## src/inc/bsrr_pkg.sv

```systemverilog
package bsrr_pkg;

    // ==========================================================
    // Register offsets of the status report.
    // ==========================================================
    localparam logic [4:0] OFS_CMD_LOW   = 5'h09;  // Active command, first byte.
    localparam logic [4:0] OFS_CMD_HIGH  = 5'h0A;  // Active command, second byte.
    localparam logic [4:0] OFS_CMD_LEVEL = 5'h0B;  // Command queue fill level.
    localparam logic [4:0] OFS_OUT_LEVEL = 5'h0C;  // Outbound queue fill level.
    localparam logic [4:0] OFS_IN_LEVEL  = 5'h0D;  // Inbound queue fill level.
    localparam logic [4:0] OFS_TEST_A    = 5'h0E;  // Reserved test register.
    localparam logic [4:0] OFS_TEST_B    = 5'h0F;  // Reserved test register.
    localparam logic [4:0] OFS_RES_FIRST = 5'h10;  // First result byte.
    localparam logic [4:0] OFS_RES_LAST  = 5'h1F;  // Last result byte.

    // ==========================================================
    // Depths, reset values and result layout.
    // ==========================================================
    localparam int         CMD_DEPTH     = 16;     // Command queue depth.
    localparam int         DATA_DEPTH    = 128;    // Data queue depth.
    localparam int         RES_SLOTS     = 16;     // Result slots per report.
    localparam logic [7:0] IDLE_VALUE    = 8'h00;  // Command bytes while idle.
    localparam logic [7:0] DETECT_BYTE   = 8'hA5;  // Device detect result byte.
    localparam logic [7:0] ZERO_BYTE     = 8'h00;  // Reserved read value.
    localparam int         BIT_EOS       = 7;      // Early search end.
    localparam int         BIT_RDP       = 6;      // Redirected page.
    localparam int         BIT_CRC       = 5;      // Checksum error.
    localparam int         BIT_CMP       = 4;      // Compare error.
    localparam int         BIT_ZERO      = 3;      // Always zero.
    localparam int         BIT_APP       = 2;      // Alarm presence.
    localparam int         BIT_SHORT     = 1;      // Bus short.
    localparam int         BIT_NOPRES    = 0;      // No presence.

    // Command kinds reported by the bus engine on completion.
    typedef enum logic [2:0] {
        BSRR_K_OTHER    = 3'b000,
        BSRR_K_RESET    = 3'b001,
        BSRR_K_PATH     = 3'b010,
        BSRR_K_SEARCH   = 3'b011,
        BSRR_K_WRPAGE   = 3'b100,
        BSRR_K_RDCRC    = 3'b101,
        BSRR_K_RDREDIR  = 3'b110
    } bsrr_kind_t;

endpackage : bsrr_pkg

```

## src/verilog/bsrr_status_report.sv

```systemverilog
`timescale 1ns/10ps

module bsrr_status_report #(
    parameter int CMD_DEPTH  = bsrr_pkg::CMD_DEPTH,
    parameter int DATA_DEPTH = bsrr_pkg::DATA_DEPTH,
    parameter int RES_SLOTS  = bsrr_pkg::RES_SLOTS
) (
    input  wire logic       core_clk,
    input  wire logic       nrst,
    // Command engine state.
    input  wire logic       cmd_busy,
    input  wire logic [7:0] cmd_byte_low,
    input  wire logic [7:0] cmd_byte_high,
    // Queue events from the data path.
    input  wire logic       cmd_push,
    input  wire logic       cmd_pop,
    input  wire logic       out_push,
    input  wire logic       out_pop,
    input  wire logic       in_push,
    input  wire logic       in_pop,
    // Control endpoint events.
    input  wire logic       setup_arrive,
    input  wire logic       ctrl_fifo_full,
    input  wire logic       device_reset_request,
    // Command completion report.
    input  wire logic       cmd_done,
    input  wire logic [2:0] done_kind,
    input  wire logic       notify_result_bit,
    input  wire logic       result_control_bit,
    input  wire logic       ev_no_presence,
    input  wire logic       ev_short,
    input  wire logic       ev_alarm,
    input  wire logic       ev_crc_bad,
    input  wire logic       ev_redirect,
    input  wire logic       ev_compare,
    input  wire logic       ev_search_early,
    input  wire logic       device_detect,
    // Interrupt endpoint report read port.
    input  wire logic       poll_start,
    input  wire logic       rd_en,
    input  wire logic [4:0] rd_addr,
    output logic [7:0]      rd_data,
    output logic            rd_valid,
    output logic [4:0]      report_len,
    output logic            setup_accept,
    output logic            setup_overflow_flag
);
    initial begin
        if (CMD_DEPTH > 255 || DATA_DEPTH > 255 || CMD_DEPTH < 1 || DATA_DEPTH < 1) begin
            $error("Queue depths must fit an 8-bit level");
        end
        if (RES_SLOTS != 16) begin
            $error("Result window is 16 bytes");
        end
    end

    // ==========================================================
    // Fill level tracking.
    // ==========================================================
    // Steps a level up or down, saturating at the queue bounds.
    function automatic logic [7:0] bsrr_step(input logic [7:0] lvl, input logic up,
                                             input logic dn, input logic [7:0] top);
        logic [7:0] r;
        r = lvl;
        if (up && !dn && lvl < top) begin
            r = lvl + 8'h01;
        end else if (dn && !up && lvl != 8'h00) begin
            r = lvl - 8'h01;
        end
        return r;
    endfunction : bsrr_step

    localparam logic [7:0] CMD_TOP  = 8'(CMD_DEPTH);   // Command queue capacity.
    localparam logic [7:0] DATA_TOP = 8'(DATA_DEPTH);  // Data queue capacity.

    logic [7:0] command_queue_level;   // Bytes in the command queue.
    logic [7:0] outbound_queue_level;  // Bytes waiting for the bus.
    logic [7:0] inbound_queue_level;   // Bytes read back from the bus.

    wire [7:0] next_cmd_level = bsrr_step(command_queue_level, cmd_push, cmd_pop, CMD_TOP);
    wire [7:0] next_out_level = bsrr_step(outbound_queue_level, out_push, out_pop, DATA_TOP);
    wire [7:0] next_in_level  = bsrr_step(inbound_queue_level, in_push, in_pop, DATA_TOP);

    // The levels mirror the queues; a device reset empties everything.
    always_ff @(posedge core_clk) begin
        if (!nrst || device_reset_request) begin
            command_queue_level  <= 8'h00;
            outbound_queue_level <= 8'h00;
            inbound_queue_level  <= 8'h00;
        end else begin
            command_queue_level  <= next_cmd_level;
            outbound_queue_level <= next_out_level;
            inbound_queue_level  <= next_in_level;
        end
    end

    // ==========================================================
    // Active command registers.
    // ==========================================================
    logic [7:0] active_command_low;   // First byte of the running command.
    logic [7:0] active_command_high;  // Second byte of the running command.

    wire [7:0] next_cmd_low  = cmd_busy ? cmd_byte_low : bsrr_pkg::IDLE_VALUE;
    wire [7:0] next_cmd_high = cmd_busy ? cmd_byte_high : bsrr_pkg::IDLE_VALUE;

    // Idle reads as zero so the host never sees a stale command.
    always_ff @(posedge core_clk) begin
        if (!nrst) begin
            active_command_low  <= bsrr_pkg::IDLE_VALUE;
            active_command_high <= bsrr_pkg::IDLE_VALUE;
        end else begin
            active_command_low  <= next_cmd_low;
            active_command_high <= next_cmd_high;
        end
    end

    // ==========================================================
    // Setup overflow handling.
    // ==========================================================
    // A device reset request is honoured even while overflowed, so the
    // overflow test ignores it; the set wins over a simultaneous clear.
    wire setup_drop  = setup_arrive && ctrl_fifo_full;
    wire next_accept = setup_arrive && !ctrl_fifo_full;

    always_ff @(posedge core_clk) begin
        if (!nrst) begin
            setup_overflow_flag <= 1'b0;
            setup_accept        <= 1'b0;
        end else begin
            setup_accept <= next_accept;
            if (setup_drop) begin
                setup_overflow_flag <= 1'b1;
            end else if (device_reset_request) begin
                setup_overflow_flag <= 1'b0;
            end
        end
    end

    // ==========================================================
    // Result byte generation.
    // ==========================================================
    // All conditions but compare are gated by the finished command's kind,
    // so their unrelated strobes cannot leak in; compare passes ungated.
    wire k_reset  = (done_kind == bsrr_pkg::BSRR_K_RESET);
    wire k_path   = (done_kind == bsrr_pkg::BSRR_K_PATH);
    wire k_search = (done_kind == bsrr_pkg::BSRR_K_SEARCH);
    wire k_redir  = (done_kind == bsrr_pkg::BSRR_K_RDREDIR);
    wire k_crc    = (done_kind == bsrr_pkg::BSRR_K_WRPAGE) ||
                    (done_kind == bsrr_pkg::BSRR_K_RDCRC) || k_redir;

    wire f_nopres = ev_no_presence && (k_reset || k_path || k_search);
    wire f_short  = ev_short && (k_reset || k_path);
    wire f_redir  = ev_redirect && k_redir;
    wire f_crc    = ev_crc_bad && k_crc;
    wire f_alarm  = ev_alarm && k_reset;
    wire f_eos    = ev_search_early && k_search;

    wire [7:0] error_byte;
    assign error_byte[bsrr_pkg::BIT_EOS]    = f_eos;
    assign error_byte[bsrr_pkg::BIT_RDP]    = f_redir;
    assign error_byte[bsrr_pkg::BIT_CRC]    = f_crc;
    assign error_byte[bsrr_pkg::BIT_CMP]    = ev_compare;
    assign error_byte[bsrr_pkg::BIT_ZERO]   = 1'b0;
    assign error_byte[bsrr_pkg::BIT_APP]    = f_alarm;
    assign error_byte[bsrr_pkg::BIT_SHORT]  = f_short;
    assign error_byte[bsrr_pkg::BIT_NOPRES] = f_nopres;

    // A result is queued when notify is set, or when the command failed
    // and result control asks for error results; clean bits stay zero.
    wire any_error  = (error_byte != 8'h00);
    wire want_res   = cmd_done && (notify_result_bit || (result_control_bit && any_error));
    wire detect_ev  = device_detect;

    // Detect and result bytes share one queue; detect has priority in
    // a shared cycle and the result follows in the next cycle without a detect.
    logic       held_valid;  // Result byte waiting behind a detect byte.
    logic [7:0] held_byte;   // The waiting result byte.

    wire        q_push = detect_ev || held_valid || want_res;
    wire [7:0]  q_data = detect_ev ? bsrr_pkg::DETECT_BYTE :
                         (held_valid ? held_byte : error_byte);
    // A held byte survives a second detect; a third byte in that one
    // cycle has no slot and is lost, a limit of the single hold stage.
    wire        next_held_valid = detect_ev ? (held_valid || want_res) :
                                  (held_valid && want_res);
    wire [7:0]  next_held_byte  = (detect_ev && held_valid) ? held_byte :
                                  (want_res ? error_byte : held_byte);

    always_ff @(posedge core_clk) begin
        if (!nrst || device_reset_request) begin
            held_valid <= 1'b0;
            held_byte  <= 8'h00;
        end else begin
            held_valid <= next_held_valid;
            held_byte  <= next_held_byte;
        end
    end

    // ==========================================================
    // Result queue and per-poll snapshot.
    // ==========================================================
    logic [7:0] q_head;
    logic       q_empty;
    logic       q_full;
    logic       q_pop;
    logic       q_pop_r;

    bsrr_result_queue #(
        .DEPTH (RES_SLOTS)
    ) u_queue (
        .core_clk  (core_clk),
        .nrst      (nrst),
        .clear     (device_reset_request),
        .push      (q_push),
        .push_data (q_data),
        .pop       (q_pop),
        .head      (q_head),
        .empty     (q_empty),
        .full      (q_full)
    );

    // On a poll the queue drains into the report window, oldest first,
    // so each byte is sent once and in completion order.
    logic [7:0] snap [16];   // Report window bytes.
    logic       draining;    // Queue drain in progress.
    logic [4:0] fill;        // Bytes captured so far.

    assign q_pop = draining && !q_empty && (fill < 5'd16) && !q_pop_r;

    always_ff @(posedge core_clk) begin
        if (!nrst) begin
            draining   <= 1'b0;
            fill       <= 5'd0;
            report_len <= 5'd0;
            q_pop_r    <= 1'b0;
        end else begin
            q_pop_r <= 1'b0;
            if (poll_start) begin
                draining <= 1'b1;
                fill     <= 5'd0;
            end else if (q_pop) begin
                snap[fill[3:0]] <= q_head;
                fill            <= fill + 5'd1;
                report_len      <= fill + 5'd1;
                q_pop_r         <= 1'b1;
            end else if (draining && !q_pop_r) begin
                draining   <= 1'b0;
                report_len <= fill;
            end
        end
    end

    // ==========================================================
    // Report read port.
    // ==========================================================
    wire        in_results = (rd_addr >= bsrr_pkg::OFS_RES_FIRST);
    wire [3:0]  res_idx    = rd_addr[3:0];
    wire        res_live   = in_results && ({1'b0, res_idx} < fill);
    logic [7:0] next_rd_data;

    always_comb begin
        next_rd_data = bsrr_pkg::ZERO_BYTE;
        case (rd_addr)
            bsrr_pkg::OFS_CMD_LOW:   next_rd_data = active_command_low;
            bsrr_pkg::OFS_CMD_HIGH:  next_rd_data = active_command_high;
            bsrr_pkg::OFS_CMD_LEVEL: next_rd_data = command_queue_level;
            bsrr_pkg::OFS_OUT_LEVEL: next_rd_data = outbound_queue_level;
            bsrr_pkg::OFS_IN_LEVEL:  next_rd_data = inbound_queue_level;
            default: begin
                if (res_live) begin
                    next_rd_data = snap[res_idx];
                end
            end
        endcase
    end

    // Read data is registered, one cycle after the enable.
    always_ff @(posedge core_clk) begin
        if (!nrst) begin
            rd_data  <= 8'h00;
            rd_valid <= 1'b0;
        end else begin
            rd_valid <= rd_en;
            rd_data  <= rd_en ? next_rd_data : 8'h00;
        end
    end

    // ==========================================================
    // Checks.
    // ==========================================================
    a_idle_zero: assert property (@(posedge core_clk) disable iff (!nrst)
        !cmd_busy |=> active_command_low == 8'h00 && active_command_high == 8'h00)
        else $error("Idle command bytes not zero");
    a_overflow_set: assert property (@(posedge core_clk) disable iff (!nrst)
        setup_arrive && ctrl_fifo_full |=> setup_overflow_flag && !setup_accept)
        else $error("Overflow not flagged");
    a_reset_clear: assert property (@(posedge core_clk) disable iff (!nrst)
        device_reset_request && !(setup_arrive && ctrl_fifo_full) |=> !setup_overflow_flag)
        else $error("Overflow not cleared");
    a_zero_bit: assert property (@(posedge core_clk) disable iff (!nrst)
        rd_valid && $past(rd_addr) >= bsrr_pkg::OFS_RES_FIRST |-> !rd_data[bsrr_pkg::BIT_ZERO])
        else $error("Bit3 set");
    a_level_bound: assert property (@(posedge core_clk) disable iff (!nrst)
        command_queue_level <= CMD_TOP && outbound_queue_level <= DATA_TOP)
        else $error("Level beyond depth");
    a_level_step: assert property (@(posedge core_clk) disable iff (!nrst || device_reset_request)
        out_push && !out_pop && outbound_queue_level < DATA_TOP
        |=> outbound_queue_level == $past(outbound_queue_level) + 8'h01)
        else $error("Outbound level not counted");
    a_in_step: assert property (@(posedge core_clk) disable iff (!nrst || device_reset_request)
        in_pop && !in_push && inbound_queue_level != 8'h00
        |=> inbound_queue_level == $past(inbound_queue_level) - 8'h01)
        else $error("Inbound level not counted");
    a_short_kind: assert property (@(posedge core_clk) disable iff (!nrst)
        !(k_reset || k_path) |-> !error_byte[1])
        else $error("Short flag on wrong command");
    a_report_len: assert property (@(posedge core_clk) disable iff (!nrst)
        report_len <= 5'd16)
        else $error("Report too long");

    c_overflow: cover property (@(posedge core_clk) setup_drop);
    c_result: cover property (@(posedge core_clk) q_pop);
    c_detect: cover property (@(posedge core_clk) detect_ev && want_res);
    c_queue_full: cover property (@(posedge core_clk) q_full);

endmodule : bsrr_status_report

```

## src/verilog/bsrr_result_queue.sv

```systemverilog
`timescale 1ns/10ps

// ==============================================================
// Small queue of result bytes, kept in completion order.
// ==============================================================
module bsrr_result_queue #(
    parameter int DEPTH = 16
) (
    input  wire logic       core_clk,
    input  wire logic       nrst,
    input  wire logic       clear,
    input  wire logic       push,
    input  wire logic [7:0] push_data,
    input  wire logic       pop,
    output logic [7:0]      head,
    output logic            empty,
    output logic            full
);
    localparam int AW = $clog2(DEPTH);

    initial begin
        if (DEPTH < 2 || (1 << AW) != DEPTH) begin
            $error("DEPTH must be a power of two");
        end
    end

    logic [7:0]  mem [DEPTH];     // Byte storage.
    logic [AW:0] wr_ptr;          // Write pointer with wrap bit.
    logic [AW:0] rd_ptr;          // Read pointer with wrap bit.

    wire do_push = push && !full;
    wire do_pop  = pop && !empty;

    assign empty = (wr_ptr == rd_ptr);
    assign full  = (wr_ptr[AW-1:0] == rd_ptr[AW-1:0]) && (wr_ptr[AW] != rd_ptr[AW]);
    assign head  = mem[rd_ptr[AW-1:0]];

    // Pointers advance once per accepted push or pop.
    always_ff @(posedge core_clk) begin
        if (!nrst || clear) begin
            wr_ptr <= '0;
            rd_ptr <= '0;
        end else begin
            if (do_push) begin
                wr_ptr <= wr_ptr + 1'b1;
            end
            if (do_pop) begin
                rd_ptr <= rd_ptr + 1'b1;
            end
        end
    end

    // Storage has no reset; only written slots are ever read.
    always_ff @(posedge core_clk) begin
        if (do_push) begin
            mem[wr_ptr[AW-1:0]] <= push_data;
        end
    end

endmodule : bsrr_result_queue

```

## config.mk

```make
export PLATFORM = sky130hd
export DESIGN_NAME = bsrr_status_report
export DESIGN_NICKNAME = d
export VERILOG_FILES = /design/src/inc/bsrr_pkg.sv /design/src/verilog/bsrr_status_report.sv /design/src/verilog/bsrr_result_queue.sv
export SDC_FILE = /design/constraint.sdc
export NUM_CORES = 1
export LEC_CHECK = 0
export CORE_ASPECT_RATIO = 0.5
export CORE_MARGIN = 5
export CORE_UTILIZATION = 46
export CTS_CLUSTER_SIZE = 25
export DETAILED_ROUTE_END_ITERATION = 16
export DONT_BUFFER_PORTS = 1
export HOLD_SLACK_MARGIN = 0.12
export MAX_ROUTING_LAYER = met4
export PLACE_DENSITY = 0.71
export RECOVER_POWER = 100
export SETUP_SLACK_MARGIN = 0.2
export SYNTH_ARGS = -nofsm -noshare
export SYNTH_HDL_FRONTEND = slang
export SYNTH_SLANG_ARGS = --single-unit
```

## constraint.sdc

```tcl
create_clock -name core_clk -period 6.4 [get_ports core_clk]
set_input_delay 0.32 -clock core_clk [delete_from_list [all_inputs] [get_ports core_clk]]
set_output_delay 0.32 -clock core_clk [all_outputs]
set_load 0.05 [all_outputs]
```

# == After elaboration in Yosys (flattened, before gate mapping) ==
# Memories as Yosys holds them, arrays and structs flattened. A register that Yosys moved wholly into a read port is not among the register bits.
# Index checks and enable logic that the tools add are counted.
# classes
addsub,9
order_cmp,6
eq_ne,15
n_mux,26
n_bitwise,3
n_reduce_logical,68
# ops
cell,n
two-way mux 8 bit,9
case mux 8 bit (5 select lines),1
logical AND 1 bit,32
nonzero test 8 bit,4
"equality test 5 x 4 -> 1 bit, second input constant",5
"adder 8 x 1 -> 8 bit, second input constant",3
"subtractor 8 x 1 -> 8 bit, second input constant",3
"less-than comparator 8 bit, second input constant",2
"adder 5 x 1 -> 5 bit, second input constant",3
two-way mux 1 bit,12
nonzero test 2 bit,6
zero test 1 bit,11
two-way mux 5 bit,2
AND reduction 2 bit,5
"equality test 3 bit, second input constant",3
logical OR 1 bit,9
"less-than comparator 8 x 5 -> 1 bit, second input constant",1
two-way mux 4 bit,2
"equality test 3 x 2 -> 1 bit, second input constant",2
equality test 5 bit,1
"greater-or-equal comparator 5 bit, second input constant",1
less-than comparator 4 x 5 -> 1 bit,1
"less-than comparator 5 bit, second input constant",1
equality test 4 bit,1
other kinds (5),7
# totals
ff_bits,81
mem_bits_rw,256
in_bits,49
word_cells,146
mem_count,2
# memory_table
name,words,word_bits,read_ports,rd_clocked_by_memory_dff,wr,line_no,rtl
snap,16,8,1,0,1,bsrr_status_report.sv:224,logic [7:0] snap [16];
u_queue.mem,16,8,1,1,1,bsrr_result_queue.sv:27,logic [7:0] mem [DEPTH];

# == Depth between registers and ports, before layout ==
# logic_depth
depth_word,12
mapped_depth,10

# == Modules after synthesis ==
# A second synthesis with hierarchy kept.
# unflattened
cells_unflattened,962
area_unflattened_um2,14706.6
# modules_own_cells
module,instances,cells_each,area_each_um2,seq_area_each_um2
bsrr_status_report,1,678,8893.5,5265.0
bsrr_result_queue,1,284,5813.1,4124.0

# == Worst setup path after synthesis ==
# OpenSTA, ideal clock, no wires.
# synth_timing
kind,flip-flop to flip-flop
start,register command_queue_level[7]
end,register command_queue_level[6]
setup_time_ns,0.128
arrival_ns,2.440
t_required_ns,6.272
setup_slack_ns,3.832
path_stages_with_launch,11
period_less_slack_ns,2.568
path_cell_list,dfxtp_1 -> nor4_1 -> nor3b_1 -> inv_1 -> fa_1 -> a21o_1 -> a21oi_1 -> o21bai_1 -> a211oi_1 -> xor2_1 -> nor2_1
# synth_via
elab_chain_len,3
# synth_rtl
item,line_no,rtl
from (decl),bsrr_status_report.sv:76,logic [7:0] command_queue_level;
from (signal assigned),bsrr_status_report.sv:91,command_queue_level <= next_cmd_level;
less-than comparator 8 x 5 -> 1 bit or nonzero test 8 bit (tied branches),"bsrr_status_report.sv:65, bsrr_status_report.sv:67",
"logical AND 1 bit, on equally long branches","bsrr_status_report.sv:65, bsrr_status_report.sv:67",
two-way mux 8 bit or nonzero test 2 bit (tied branches),--,
# Parallel ways exist; a longest one is shown, timed or not.
# A chain may end at the register's enable or synchronous reset.

# == Final worst setup path ==
# layout_timing
start,register held_valid
end,"memory u_queue.mem[9][2], data pin"
# layout_via
elab_chain_len,2
# layout_rtl
item,line_no,rtl
from (decl),bsrr_status_report.sv:176,logic held_valid;
from (signal assigned),bsrr_status_report.sv:194,held_valid <= next_held_valid;
two-way mux 8 bit,bsrr_status_report.sv:181,(held_valid ? held_byte : error_byte);
two-way mux 8 bit,bsrr_status_report.sv:180,wire [7:0] q_data = detect_ev ? bsrr_pkg::DETECT_BYTE :
named net q_data[2],bsrr_status_report.sv:180,
to (decl),bsrr_result_queue.sv:27,
# The timed path passes the listed nets, and every way through them passes these cells.

==> impl_metrics.tcl <==
set metrics [dict create \
    outcome "finished, violations left" \
    violations "max-capacitance violations, max-slew violations" \
    power_uw 4170 \
    met1_usage_pct 23.9 \
    cp-end-kind "flop" \
    synth_cells 891 \
    grt_pass1_wl_um 44100 \
    p_per_area_mw_per_mm2 284 \
    cp_max_fo 16 \
    synth_edf_count 224 \
    grt_usage_pct 17.9 \
    grt_max_degree 51 \
    synth_commonest_cells "edfxtp_1 (224), dfxtp_1 (85), nor2_1 (85)" \
    yosys_register_bits 309 \
    maxSlewHeadroom_pct -110 \
    leakage_uw 0.00498 \
    final-setup-viol-count 0 \
    cts_made_buffers 27 \
    dp_hpwl_um 18400 \
    clockBufferDepth 3 \
    setup_ws_ns 2.79 \
    gp_congestion 0.902 \
    die_w_um 248 \
    syn_avg_cell_area_um2 14.7 \
    critical_path_class "flop to flop" \
    synth.net_count 972 \
    met2_usage_pct 29.7 \
    syn-cell-area_mm2 0.0131 \
    drive_above_1_share_pct 12.0 \
    slowest_delay_ns 2.48 \
    max_freq_mhz 277 \
    finalWirelength_um 28300 \
    ys_warn_count 0 \
    vdd.ir_drop.worst_mv 0.175 \
    fin_crit_ns 3.61 \
    tritoncts "done" \
    timing.critical_path.buf_inv 0 \
    core_area_mm2 0.0279 \
    netlist_top_cells_area "edfxtp_1 (51%), dfxtp_1 (13%), mux4_2 (9.1%)" \
    synth_top_area_share_pct 51.4 \
    io_pins 65 \
    finalCritPeriodShare_pct 56.4 \
    nets 1004 \
    yosysMostFrequentCell "edfxtp_1" \
    required_ns 6.30 \
    max_slew.worst_pin.slew_ns 3.11 \
    grt_util_met3_pct 3.43 \
    drc 0 \
    hold_slack_ns 0.117 \
    die_area_mm2 0.0321 \
    cts-resized-gates 0 \
    min_path_type "input port to flop" \
    cp_slowest_cell "o311ai_0" \
    vias 7631 \
    r2r_slack_ns 2.79 \
    fin_setup_tns_ns 0 \
    start_kind "flop" \
    rsz0062_at_grt "false" \
    grt-ovfl-total 0 \
    port_buffers 0 \
    antenna_cells 0 \
    slew_viol_final 63 \
    drv_cap 3 \
    busiest_layer "met2" \
    cts_sinks 309 \
    first_pass_iters 7 \
    insertion_delay_ns 0.55 \
    preCtsSetupSlack_ns 3.43 \
    num_rows 43 \
    hold_viol_final 0 \
    clock_skew_ns 0.0112 \
    crit_chain "o311ai_0" \
    wl_per_cell_um 21.3 \
    first_iter_violations 930 \
    ant_nets 0 \
    path_delay_family "compound AO/OA/AOI/OAI gates" \
    area_delta_synth_final_pct 12.0 \
    htreeDepth 1 \
    die_y_um 129 \
    synth_largest_area_cell "edfxtp_1" \
    worstPathArrival_ns 3.51 \
    antenna_found_initial 0 \
    root_buffer "clkbuf_16" \
    vias_per_cell 5.75 \
    synthArstFlopShare_pct 0 \
    ys_types 53 \
    start_util_pct 46.9 \
    ys_seq_area_share_pct 64.4 \
    clk_pin_slew_ns 0.07 \
    fillCellCount 2261 \
    synthFlopType "edfxtp_1" \
    grt_pass1_vias 7665 \
]
layer usage:
metal | part of all wire (%) | routed length [µm]
met5 | 0 | 0
met4 | 1.6 | 451
met3 | 6.3 | 1790
met2 | 49 | 13900
met1 | 43 | 12100
where the power goes:
part / internal (µW) / switching (µW)
Combinational: 155 / 195
Sequential: 2190 / 40.5
Clock: 881 / 706
Total: 3230 / 941
layout make-up:
class | count | area, µm² | share of cell area, %
Inverter | 18 | 67.6 | 0.461
Multi-Input combinational cell | 521 | 4390 | 29.9
Clock inverter | 15 | 126 | 0.863
Clock buffer | 35 | 726 | 4.95
Timing Repair Buffer | 46 | 437 | 2.98
Sequential cell | 309 | 8430 | 57.5
Tap cell | 382 | 478 | 3.26
metrics by stage:
step / utilization (%) / std cells / area, µm²
detailed placement: 48.2 / 1235 / 13400
global placement: 48.2 / 1235 / 13400
finish: 52.6 / 1326 / 14600
CTS: 52.7 / 1326 / 14700
global route: 52.6 / 1326 / 14600
floorplan: - / 891 / 13100
registers in the layout, summed over array words and instances, names as in the netlist, named ones only:
register,count
active_command_high,8
active_command_low,8
command_queue_level,8
draining,1
fill,5
held_byte,7
held_valid,1
inbound_queue_level,8
outbound_queue_level,8
q_pop_r,1
rd_data,8
rd_valid,1
report_len,5
setup_accept,1
setup_overflow_flag,1
snap,112
u_queue.mem,112
u_queue.rd_ptr,5
u_queue.wr_ptr,5
cells by family after synthesis:
logic type               count (synthesis)  share of synthesized area (%)
flip-flops                             309                           64.4
AND/OR/NAND/NOR                        196                           7.09
AO/OA/AOI/OAI                          149                           7.37
multiplexers                           112                           13.8
buffers and inverters                   61                           1.93
XOR/XNOR                                32                           2.14
adder cells (fa/ha/maj)                 32                           3.23
placed cells by master (no fill, tap or decap), drive strengths merged, types with 19 or more instances in the layout:
cell type / count
dlygate4sd3: 41
mux2i: 43
a21oi: 53
clkbuf: 38
dfxtp: 85
mux4: 53
nand2: 33
edfxtp: 224
nor2: 85
inv: 19
ha: 29
path summary, 6_finish.rpt:
path | cells past startpoint | start | end
setup / recovery | 1 | held_valid | u_queue.mem[9][2]
hold / removal | 2 | rd_addr[3] | rd_data[0]
setup reg to reg | 1 | held_valid | u_queue.mem[9][2]
hold reg to reg | 2 | held_byte[4] | held_byte[4]
repair_timing:
item / 4_1_cts / 5_1_grt
hold buffers: 41 / 0
setup buffers: 0 / 0
endpoints found under the hold margin: 48 / 0
(Power assumes the default switching activity.)
